===== src/core/sfc_pkg.sv =====
package sfc_pkg;

    // Register map
    localparam logic [7:0] SFC_ADDR_IF_EVT_CFG   = 8'h0d;
    localparam logic [7:0] SFC_ADDR_QUEUE_CFG    = 8'h0e;
    localparam logic [7:0] SFC_ADDR_IRQ_STATUS   = 8'h09;
    localparam logic [7:0] SFC_RST_IF_EVT_CFG    = 8'h00;
    localparam logic [7:0] SFC_RST_QUEUE_CFG     = 8'h00;

    // First feature register fields
    localparam int SFC_BIT_CAPTURE_FREEZE = 3;
    localparam int SFC_BIT_REARM_ON_CLEAR = 4;
    localparam int SFC_BIT_THREE_WIRE     = 5;
    localparam int SFC_BIT_TWO_WIRE_SEL   = 6;
    localparam int SFC_BIT_PERIPH_SEL     = 7;
    localparam logic [7:0] SFC_IF_EVT_WR_MASK = 8'hf8;

    // Second feature register fields
    localparam int SFC_BIT_BURST_WRAP     = 0;
    localparam int SFC_BIT_QUEUE_BURST    = 1;
    localparam int SFC_BIT_STATUS_TOKEN   = 2;
    localparam int SFC_BIT_QUEUE_TOKEN    = 3;
    localparam int SFC_BIT_WRITE_TO_CLEAR = 4;
    localparam int SFC_BIT_QUEUE_STREAM   = 5;
    localparam int SFC_BIT_TRIG_POLARITY  = 6;
    localparam int SFC_BIT_TRIG_ENABLE    = 7;

    // Burst address window
    localparam logic [7:0] SFC_BURST_FIRST     = 8'h02;
    localparam logic [7:0] SFC_BURST_LAST_DATA = 8'h07;
    localparam logic [7:0] SFC_BURST_LAST_STAT = 8'h09;

    localparam int SFC_AXIS_W = 16;

endpackage


===== src/core/sfc_burst_if.sv =====
`timescale 1ns/1ps
`default_nettype none

interface sfc_burst_if;
    logic       start;
    logic [7:0] startAddr;
    logic       advance;
    logic       wrapSel;
    logic       queueBurst;
    logic [7:0] addr;
    logic       queuePop;

    modport ctrl (output start, output startAddr, output advance, output wrapSel, output queueBurst,
                  input addr, input queuePop);
    modport counter (input start, input startAddr, input advance, input wrapSel, input queueBurst,
                     output addr, output queuePop);
endinterface // sfc_burst_if

`default_nettype wire


===== src/core/sfc_burst_addr.sv =====
`timescale 1ns/1ps
`default_nettype none

module sfc_burst_addr
    import sfc_pkg::*;
(
    // Clock and reset
    input  wire logic clk,
    input  wire logic srst,
    // Counter side
    sfc_burst_if.counter bus
);

    logic [7:0] addr_q;
    logic       popped_q;
    logic       pop_q;
    logic [7:0] wrapEnd;
    logic       popNow;

    // Same wrap point for every host interface
    assign wrapEnd = bus.wrapSel ? SFC_BURST_LAST_STAT : SFC_BURST_LAST_DATA;
    // Only one sample per burst unless extended bursts are on
    assign popNow  = bus.advance && (addr_q == SFC_BURST_LAST_DATA) && (bus.queueBurst || !popped_q);

    always_ff @(posedge clk)
    begin
        if (srst)
        begin
            addr_q <= SFC_BURST_FIRST;
        end
        else if (bus.start)
        begin
            addr_q <= bus.startAddr;
        end
        else if (bus.advance)
        begin
            addr_q <= (addr_q == wrapEnd) ? SFC_BURST_FIRST : addr_q + 8'h01;
        end
    end

    always_ff @(posedge clk)
    begin
        if (srst || bus.start)
        begin
            popped_q <= 1'b0;
        end
        else if (popNow)
        begin
            popped_q <= 1'b1;
        end
    end

    always_ff @(posedge clk)
    begin
        if (srst)
        begin
            pop_q <= 1'b0;
        end
        else
        begin
            pop_q <= popNow && !bus.start;
        end
    end

    assign bus.addr     = addr_q;
    assign bus.queuePop = pop_q;

endmodule // sfc_burst_addr

`default_nettype wire


===== src/core/sfc_feature_config_regs.sv =====
// Notes on behaviour
// Host sets exactly one interface-select bit, for the bus it uses.
// With both select bits clear, axis result registers never update.
// Host writes zeros to the three low bits of the first register.
// Freeze bit set: queue stops capturing once the motion-watch interrupt is raised.
// Freeze is meant for use together with queue overwrite mode.
// After a motion-watch interrupt, the detector ignores events until cleared.
// Rearm bit set: clearing the interrupt also rearms the detector.
// Rearm bit clear: detector rearms only on leaving motion-watch mode.
// Three-wire bit picks three-wire peripheral mode on the data-out pin.
// Two-wire select set disables all peripheral-interface traffic.
// Peripheral select set disables all two-wire traffic.
// Select bits clear: keep the interface chosen at power-up.
// Wrap bit clear: burst address returns to 0x02 after 0x07.
// Wrap bit set: burst address returns to 0x02 after 0x09.
// Wrap and extended burst act the same on every host interface.
// Extended burst clear: one six-byte sample per burst transaction.
// Extended burst set: a burst may read many samples, up to whole queue.
// Write-to-clear in two-wire mode: reads keep flags, any write clears. Here reads still clear when two-wire comes from the strap alone.
// Overwrite mode and full queue: oldest sample dropped on new arrival.
// Host never sets both interface-select bits together.
`timescale 1ns/1ps
`default_nettype none

module sfc_feature_config_regs
    import sfc_pkg::*;
(
    // Clock, reset and power-up interface strap
    input  wire logic                  clk,
    input  wire logic                  srst,
    input  wire logic                  strapPeriphMode,
    // Register port from the host interface logic
    input  wire logic                  regWrEn,
    input  wire logic                  regRdEn,
    input  wire logic [7:0]            regAddr,
    input  wire logic [7:0]            regWrData,
    output logic      [7:0]            regRdData,
    // Burst read control
    input  wire logic                  burstStart,
    input  wire logic                  burstAdvance,
    output logic      [7:0]            burstAddr,
    output logic                       queuePop,
    // Interface selection
    output logic                       twoWireActive,
    output logic                       periphActive,
    output logic                       threeWirePeriphMode,
    // Samples and queue
    input  wire logic                  sampleValid,
    input  wire logic [SFC_AXIS_W-1:0] sampleX,
    input  wire logic [SFC_AXIS_W-1:0] sampleY,
    input  wire logic [SFC_AXIS_W-1:0] sampleZ,
    input  wire logic                  queueFull,
    output logic [SFC_AXIS_W-1:0]      axisXResult,
    output logic [SFC_AXIS_W-1:0]      axisYResult,
    output logic [SFC_AXIS_W-1:0]      axisZResult,
    output logic                       queueCaptureEn,
    output logic                       queueDiscardOldest,
    output logic                       queueStreamMode,
    // Motion watch
    input  wire logic                  motionWatchMode,
    input  wire logic                  motionEvent,
    output logic                       motionWatchIrq,
    output logic                       detectorArmed,
    output logic                       irqClearPulse,
    // Remaining second-register controls
    output logic                       externalTriggerEnable,
    output logic                       externalTriggerPolarity,
    output logic                       statusTokenEnable,
    output logic                       queueTokenEnable
);

    logic [7:0]            ifEvtCfg_q;
    logic [7:0]            queueCfg_q;
    logic                  strapPeriph_q;
    logic                  strapTaken_q;
    logic [7:0]            rdData_q;
    logic                  irq_q;
    logic                  armed_q;
    logic                  modePrev_q;
    logic [SFC_AXIS_W-1:0] axisX_q;
    logic [SFC_AXIS_W-1:0] axisY_q;
    logic [SFC_AXIS_W-1:0] axisZ_q;
    logic                  twoWireSel;
    logic                  periphSel;
    logic                  wrIfEvt;
    logic                  wrQueue;
    logic                  statusWr;
    logic                  statusRd;
    logic                  clearIrq;
    logic                  irqSet;
    logic                  resultsEn;

    sfc_burst_if burstBus ();

    assign twoWireSel = ifEvtCfg_q[SFC_BIT_TWO_WIRE_SEL];
    assign periphSel  = ifEvtCfg_q[SFC_BIT_PERIPH_SEL];
    assign wrIfEvt    = regWrEn && (regAddr == SFC_ADDR_IF_EVT_CFG);
    assign wrQueue    = regWrEn && (regAddr == SFC_ADDR_QUEUE_CFG);

    // Configuration registers
    always_ff @(posedge clk)
    begin
        if (srst)
        begin
            ifEvtCfg_q <= SFC_RST_IF_EVT_CFG;
        end
        else if (wrIfEvt)
        begin
            // Low bits are held at zero whatever the host writes
            ifEvtCfg_q <= regWrData & SFC_IF_EVT_WR_MASK;
        end
    end

    always_ff @(posedge clk)
    begin
        if (srst)
        begin
            queueCfg_q <= SFC_RST_QUEUE_CFG;
        end
        else if (wrQueue)
        begin
            queueCfg_q <= regWrData;
        end
    end

    // Power-up interface strap, caught on the first clock after reset
    always_ff @(posedge clk)
    begin
        if (srst)
        begin
            strapTaken_q  <= 1'b0;
            strapPeriph_q <= 1'b0;
        end
        else if (!strapTaken_q)
        begin
            strapTaken_q  <= 1'b1;
            strapPeriph_q <= strapPeriphMode;
        end
    end

    // Both selects set is undefined; both ports then go quiet
    assign twoWireActive       = !periphSel && (twoWireSel || !strapPeriph_q);
    assign periphActive        = !twoWireSel && (periphSel || strapPeriph_q);
    assign threeWirePeriphMode = ifEvtCfg_q[SFC_BIT_THREE_WIRE];

    // Register read data
    always_ff @(posedge clk)
    begin
        if (srst)
        begin
            rdData_q <= 8'h00;
        end
        else if (regRdEn)
        begin
            case (regAddr)
                SFC_ADDR_IF_EVT_CFG: rdData_q <= ifEvtCfg_q;
                SFC_ADDR_QUEUE_CFG:  rdData_q <= queueCfg_q;
                default:             rdData_q <= 8'h00;
            endcase
        end
    end

    assign regRdData = rdData_q;

    // Interrupt clear: read-to-clear only on two-wire, and not when write-to-clear is set with two-wire selected in the register
    assign statusWr = regWrEn && (regAddr == SFC_ADDR_IRQ_STATUS);
    assign statusRd = regRdEn && (regAddr == SFC_ADDR_IRQ_STATUS);
    // Write-to-clear only counts once two-wire is selected in the register, not by strap alone
    assign clearIrq = statusWr
                   || (statusRd && twoWireActive && !(queueCfg_q[SFC_BIT_WRITE_TO_CLEAR] && twoWireSel));
    assign irqClearPulse = clearIrq;

    // Motion watch interrupt and detector arming
    assign irqSet = motionWatchMode && motionEvent && armed_q;

    always_ff @(posedge clk)
    begin
        if (srst)
        begin
            irq_q <= 1'b0;
        end
        else if (irqSet)
        begin
            // A new event wins over a clear in the same cycle
            irq_q <= 1'b1;
        end
        else if (clearIrq)
        begin
            irq_q <= 1'b0;
        end
    end

    always_ff @(posedge clk)
    begin
        if (srst)
        begin
            modePrev_q <= 1'b0;
        end
        else
        begin
            modePrev_q <= motionWatchMode;
        end
    end

    always_ff @(posedge clk)
    begin
        if (srst)
        begin
            armed_q <= 1'b1;
        end
        else if (irqSet)
        begin
            armed_q <= 1'b0;
        end
        else if (modePrev_q && !motionWatchMode)
        begin
            armed_q <= 1'b1;
        end
        else if (clearIrq && irq_q && ifEvtCfg_q[SFC_BIT_REARM_ON_CLEAR])
        begin
            armed_q <= 1'b1;
        end
    end

    assign motionWatchIrq = irq_q;
    assign detectorArmed  = armed_q;

    // Queue capture control
    assign queueStreamMode    = queueCfg_q[SFC_BIT_QUEUE_STREAM];
    // Freeze only makes sense alongside overwrite mode
    assign queueCaptureEn     = !(ifEvtCfg_q[SFC_BIT_CAPTURE_FREEZE] && irq_q);
    assign queueDiscardOldest = queueStreamMode && queueFull && sampleValid && queueCaptureEn;

    // Axis results, frozen until an interface is selected
    assign resultsEn = twoWireSel || periphSel;

    always_ff @(posedge clk)
    begin
        if (srst)
        begin
            axisX_q <= '0;
            axisY_q <= '0;
            axisZ_q <= '0;
        end
        else if (sampleValid && resultsEn)
        begin
            axisX_q <= sampleX;
            axisY_q <= sampleY;
            axisZ_q <= sampleZ;
        end
    end

    assign axisXResult = axisX_q;
    assign axisYResult = axisY_q;
    assign axisZResult = axisZ_q;

    // Burst address counter, independent of the host interface in use
    assign burstBus.start      = burstStart;
    assign burstBus.startAddr  = regAddr;
    assign burstBus.advance    = burstAdvance;
    assign burstBus.wrapSel    = queueCfg_q[SFC_BIT_BURST_WRAP];
    assign burstBus.queueBurst = queueCfg_q[SFC_BIT_QUEUE_BURST];

    sfc_burst_addr burstCounter (
        .clk  (clk),
        .srst (srst),
        .bus  (burstBus.counter)
    );

    assign burstAddr = burstBus.addr;
    assign queuePop  = burstBus.queuePop;

    // Controls passed to neighbouring logic
    assign externalTriggerEnable   = queueCfg_q[SFC_BIT_TRIG_ENABLE];
    assign externalTriggerPolarity = queueCfg_q[SFC_BIT_TRIG_POLARITY];
    assign statusTokenEnable       = queueCfg_q[SFC_BIT_STATUS_TOKEN];
    assign queueTokenEnable        = queueCfg_q[SFC_BIT_QUEUE_TOKEN];

endmodule // sfc_feature_config_regs

`default_nettype wire


===== config.mk =====
export PLATFORM = sky130hd
export DESIGN_NAME = sfc_feature_config_regs
export DESIGN_NICKNAME = d
export VERILOG_FILES = /design/src/core/sfc_pkg.sv /design/src/core/sfc_burst_if.sv /design/src/core/sfc_burst_addr.sv /design/src/core/sfc_feature_config_regs.sv
export SDC_FILE = /design/constraint.sdc
export NUM_CORES = 1
export LEC_CHECK = 0
export BUFFER_PORTS_ARGS = -buffer_cell sky130_fd_sc_hd__buf_2
export CORE_UTILIZATION = 40
export CTS_CLUSTER_SIZE = 12
export DETAILED_ROUTE_END_ITERATION = 6
export HOLD_SLACK_MARGIN = 0.1
export PLACE_DENSITY = 0.7
export SYNTH_ARGS = -nofsm -noshare
export SYNTH_HDL_FRONTEND = slang
export SYNTH_SLANG_ARGS = --single-unit
export TNS_END_PERCENT = 100

===== constraint.sdc =====
create_clock -name clk -period 2.5 [get_ports clk]
set_clock_uncertainty 0.05 [all_clocks]
set_input_delay 0.125 -clock clk [delete_from_list [all_inputs] [get_ports clk]]
set_output_delay 0.125 -clock clk [all_outputs]
set_load 0.005 [all_outputs]

==> flow_summary.yaml, run 1 <==
synthesis:
  netlist_top_cells_count: "101 x nand2_1, 84 x dfxtp_1, 59 x a21oi_1"
  ys.flop_type: "dfxtp_1"
  synth_cell_types: 43
  syn-cell-area_um2: 3380
  synthDominantCellAreaShare_pct: 49.8
  async_flop_share_pct: 0
  ys_seq_elements: 84
  synth.area.top_cells: "dfxtp_1 50%, nand2_1 11%, a21oi_1 8.7%, mux2i_1 4.4%, nor2_1 3.6%"
  avgSynthCellArea_um2: 8.51
  ys_seq_area_share_pct: 49.8
  netlist_instances: 397
  syn_nets: 473
  yosys_warnings: 0
  synth_top_area_cell: "dfxtp_1"
  synth_edf_count: 0
  synth.most_common_cell: "nand2_1"
sta:
  relSlewSlack_pct: 52.5
  tightest_slew_ns: 0.712
  finalHoldViolCount: 0
  fin_crit_ns: 1.90
  drv_slew: 0
  fmax_mhz: 526
  whs_ns: 0.136
  setup_viol: 0
  layout_setup_ws_ns: 0.599
  finalCritPeriodShare_pct: 76.0
  setup_tns_ns: 0
  rsz0062_at_grt: "false"
clock_tree:
  htreeDepth: 3
  post_cts_resized: 0
  numCtsBuffers: 9
  cts_tree: "yes"
  clock_path_buffers: 2
  cts_root_buf: "clkbuf_8"
  clk_latency_ns: 0.33
  cts.sinks: 84
  clk_pin_slew_ns: 0.08
critical_path:
  cp-start-kind: "input port"
  worst_r2r_startpoint: "burstCounter.bus.addr[7]$_SDFFE_PP0P_"
  critPathArrivalTime_ns: 1.73
  crit_top_cell: "buf_2"
  crit_path_cell_trace: "dlygate4sd3_1 -> buf_2 -> nor2b_1 -> nand4b_1 -> nor2_1 -> buf_2"
  crit_start: "regAddr[0]"
  worstPathMaxFanout: 6
  crit_type: "in -> out"
  end_kind: "output port"
  cp.required_ns: 2.33
  slowest_delay_ns: 0.54
  slowest_stage: "dlygate4sd3_1"
detailed_routing:
  via_per_inst: 4.97
  final_antenna_net_count: 0
  vias: 3567
  routedWlPerCell_um: 14.0
  routed_wirelength_um: 10100
  first_pass_iters: 4
  drc: 0
  drtIter0Drc: 120
cells_and_area:
  post-route-util_pct: 62.9
  fin_nets: 685
  stdcell_area_um2: 5140
  syn_to_final_growth_pct: 52.2
  antenna_cells: 0
  drive_gt1_share_pct: 30.2
floorplanning:
  die_x_um: 93.9
  core_area_um2: 8180
  io-pin-count: 153
  fp.dieH_um: 93.9
  rows: 33
  die-area_um2: 8820
  start_util_pct: 41.3
global_routing:
  grt_max_degree: 49
  grt_busiest_layer: "met2"
  grt.total_usage_pct: 23.3
  grt_pass1_wl_um: 16100
  met3_usage_pct: 4.61
  grt_util_met1_pct: 27.4
  met2_usage_pct: 40.5
  grt_pass1_vias: 3449
  antenna_found_initial: 0
  overflow: 0
outcome:
  run_status: "complete, no violations"
placement:
  gp_congestion: 0.807
  post-place-ws_ns: 1.01
  portBuffers: 152
  postPlaceCellArea_um2: 4220
  dpl.hpwl_um: 6160
worst_hold_path:
  hold_class: "in -> reg"
  min_from: "burstAdvance"
flow_run:
  drv_cap: 0
power_and_ir_drop:
  vdd_ir_drop_max_mv: 0.322
  p_leak_nw: 2.30
  power_density_nw_per_um2: 557
what timing repair did:
action	CTS	global route
hold endpoints to repair	72	0
hold buffers	67	0
setup buffers	0	0
critical path: cells and delay by family:
kind | cells | cell delay (ns)
simple gates | 3 | 0.75
buf+inv | 3 | 0.85
final timing paths:
path                            cells past startpoint                               endpoint  slack (ns)
worst max-delay path                                6                          irqClearPulse        0.60
worst min-delay path                                3   burstCounter.bus.queuePop$_SDFF_PP0_        0.14
worst max register to register                      4  burstCounter.bus.addr[7]$_SDFFE_PP0P_        1.00
worst min register to register                      2            axisZResult[4]$_SDFFE_PP0P_        0.40
state kept, by name, indices dropped and copies added, names as in the netlist, 5 cells and up:
| name | flops |
|---|---|
| axisXResult | 16 |
| axisYResult | 16 |
| axisZResult | 16 |
| burstCounter.bus.addr | 8 |
| ifEvtCfg_q | 5 |
| queueCfg_q | 8 |
| regRdData | 8 |
cells by family (layout without fill, tap and decap cells):
kind of cell	Yosys count	after routing	share of synthesized area, %
AND/OR/NAND/NOR	173	173	24.1
multiplexers	15	15	4.44
XOR/XNOR	3	3	0.778
buffers and inverters	29	245	3.78
flip-flops	84	84	49.8
AO/OA/AOI/OAI	92	92	16.7
adder cells (fa/ha/maj)	1	1	0.370
report_power, final:
| group | internal (W) | total (W) | switching (W) |
|---|---|---|---|
| Sequential | 0.00135 | 0.00137 | 0.0000190 |
| Clock | 0.000759 | 0.00122 | 0.000461 |
| Combinational | 0.000155 | 0.000274 | 0.000119 |
| Total | 0.00226 | 0.00286 | 0.000599 |
per-stage QoR:
stage	std cells	total power (W)
after global routing	718	0.00298
after CTS	718	0.00290
after floorplan	397	0.00148
after detailed placement	636	0.00159
final	718	0.00286
after global placement	636	0.00158
cells in the final DEF (no fill, tap or decap), types with 2 or more instances in the layout:
cell / instances
dlygate4sd3_1: 67
o31a_1: 3
o21ai_0: 5
nand3_2: 3
nand4_1: 2
nand2_1: 101
inv_1: 5
nand3_1: 4
a22o_1: 5
o211ai_1: 4
buf_2: 152
and4_1: 2
nor3_1: 2
nor4bb_1: 2
nor3b_1: 2
a21oi_2: 3
a221oi_2: 2
a21oi_1: 59
mux2i_1: 15
nand2b_1: 5
bufinv_16: 4
nor2_1: 32
dfxtp_1: 84
buf_4: 6
o2111ai_1: 2
o21a_1: 3
nor2b_1: 10
xnor2_1: 3
clkbuf_8: 9
cell type report:
| type | count | area, µm² |
|---|---|---|
| timing repair buffer | 225 | 1480 |
| fill | 716 | 3030 |
| clock inverter | 5 | 125 |
| clock buffer | 10 | 128 |
| tap | 105 | 131 |
| sequential | 84 | 1680 |
| multi-input combinational | 284 | 1580 |
| inverter | 5 | 18.8 |
per-layer routing:
metal | share of wire (%) | wire length, µm
met3 | 4.2 | 428
met5 | 0 | 0
met4 | 2.6 | 265
met2 | 50 | 5080
met1 | 43 | 4310
No activity file was read; power rests on OpenSTA's default activity.
==> run 2, diff against run 1 <==
==> constraint.sdc (replaced) <==
create_clock -name clk -period 2 [get_ports clk]
set_clock_uncertainty 0.05 [all_clocks]
set_input_delay 0.1 -clock clk [delete_from_list [all_inputs] [get_ports clk]]
set_output_delay 0.1 -clock clk [all_outputs]
set_load 0.005 [all_outputs]
==> run 2 against run 1 <==
Against the previous run: wire length fell by 3.3%; final area fell by 0.73%; critical path depth did not move; clock power fell by 4%; non-clock buffer count rose by 1; sequential power rose by 26%; sequential share of layout area rose by 0.24 points; first-iteration DRC count fell by 0.83%; register-to-register slack got worse by 0.52 ns; core utilization fell by 0.46 points; largest power group unchanged.
==> flow_summary.yaml, run 2 (synthesis results as in run 1) <==
detailed_routing:
  first_pass_iters: 4
  via_per_inst: 4.96
  drc: 0
  final_antenna_net_count: 0
  routedWlPerCell_um: 13.6
  drtIter0Drc: 119
  vias: 3565
  routed_wirelength_um: 9750
global_routing:
  grt_max_degree: 49
  grt.total_usage_pct: 21.8
  grt_pass1_vias: 3311
  overflow: 0
  antenna_found_initial: 0
  grt_pass1_wl_um: 15100
cells_and_area:
  drive_gt1_share_pct: 30.1
  syn_to_final_growth_pct: 51.1
  final_cell_mix: "152 x buf_2, 101 x nand2_1, 84 x dfxtp_1, 69 x dlygate4sd3_1, 59 x a21oi_1"
  layout_commonest_cell: "buf_2"
  fillCellCount: 709
  post-route-util_pct: 62.4
  fin_nets: 686
  antenna_cells: 0
sta:
  finalHoldViolCount: 0
  layout_setup_ws_ns: 0.129
  finalCritPeriodShare_pct: 93.6
  fmax_mhz: 534
  drv_slew: 0
  rsz0062_at_grt: "false"
  relSlewSlack_pct: 67.0
  fin_crit_ns: 1.87
  setup_tns_ns: 0
  tightest_slew_ns: 0.494
  whs_ns: 0.117
  setup_viol: 0
floorplanning:
  die_x_um: 93.9
  io-pin-count: 153
  start_util_pct: 41.3
  die-area_um2: 8820
  rows: 33
  fp.dieH_um: 93.9
  core_area_um2: 8180
placement:
  portBuffers: 152
  dpl.hpwl_um: 6020
  post-place-ws_ns: 0.554
  gp_congestion: 0.857
critical_path:
  critPathArrivalTime_ns: 1.72
  cp.required_ns: 1.85
  end_kind: "output port"
  cp-start-kind: "input port"
  worstPathMaxFanout: 6
  crit_type: "in -> out"
clock_tree:
  clock_path_buffers: 2
  cts_tree: "yes"
  clk_latency_ns: 0.34
  cts.sinks: 84
  clk_pin_slew_ns: 0.08
  cts_setup_buffers: 0
  cts_root_buf: "clkbuf_8"
  htreeDepth: 3
  numCtsBuffers: 9
power_and_ir_drop:
  p_leak_nw: 2.28
  vdd_ir_drop_max_mv: 0.427
  power_density_nw_per_um2: 633
worst_hold_path:
  hold_class: "in -> reg"
outcome:
  run_status: "complete, no violations"
flow_run:
  drv_cap: 0
[run 2: cell count changes in the layout (fill, tap and decap cells not counted)]
cell and delta:
clkbuf_8 +1, dlygate4sd3_1 +2, clkbuf_1 -1, buf_4 -2, buf_12 +1, clkinvlp_4 +1, clkinv_2 +2, bufinv_16 -3
[run 2: layer usage]
layer | global-route usage, % | share of wire [%] | vias to the layer above | wire [µm]
met3 | 3.96 | 4.7 | 15 | 463
li1 | - | - | 1774 | -
met4 | 9.49 | 1.8 | 0 | 174
met5 | 0 | 0 | - | 0
met2 | 37.8 | 50 | 119 | 4890
met1 | 26.2 | 43 | 1657 | 4220
[run 2: power breakdown]
group	internal, W	switching [W]
clock	0.000598	0.000575
combinational	0.000195	0.000146
sequential	0.00169	0.0000259
total	0.00248	0.000748
[run 2: timing repair]
item / CTS / global route
hold buffers: 69 / 0
resized for setup: 0 / 0
setup endpoints to repair: 0 / 0
endpoints found under the hold margin: 75 / 0
[run 2: worst paths after layout]
check | startpoint | endpoint | slack [ns] | cells past startpoint
min reg2reg | axisYResult[11]$_SDFFE_PP0P_ | axisYResult[11]$_SDFFE_PP0P_ | 0.40 | 2
min | srst | queueCfg_q[2]$_SDFFE_PP0P_ | 0.12 | 2
max reg2reg | burstCounter.bus.addr[2]$_SDFFE_PP0P_ | burstCounter.bus.addr[6]$_SDFFE_PP0P_ | 0.48 | 4
max | regAddr[1] | irqClearPulse | 0.13 | 6
[run 2: worst max-delay path, cell delays in order]
cell           delay (ns)
dlygate4sd3_1        0.55
buf_2                0.15
nor2b_1              0.37
nand4b_1             0.16
nor2_1               0.23
buf_2                0.16
[run 2: layout make-up]
class | instances | area [µm²] | area share (%)
repair buffers | 226 | 1500 | 29.4
clock inverters | 5 | 52.6 | 1.03
well taps | 105 | 131 | 2.57
inverters | 5 | 18.8 | 0.368
flip-flops and latches | 84 | 1680 | 32.9
clock buffers | 10 | 138 | 2.70
multi-input cells | 284 | 1580 | 31.0
[run 2: metrics by stage]
stage / cell area, µm² / instances / total power, W
finish: 5100 / 719 / 0.00323
global route: 5100 / 719 / 0.00338
CTS: 5100 / 719 / 0.00327
detailed placement: 4220 / 635 / 0.00198
global placement: 4220 / 635 / 0.00198
floorplan: 3380 / 397 / 0.00185
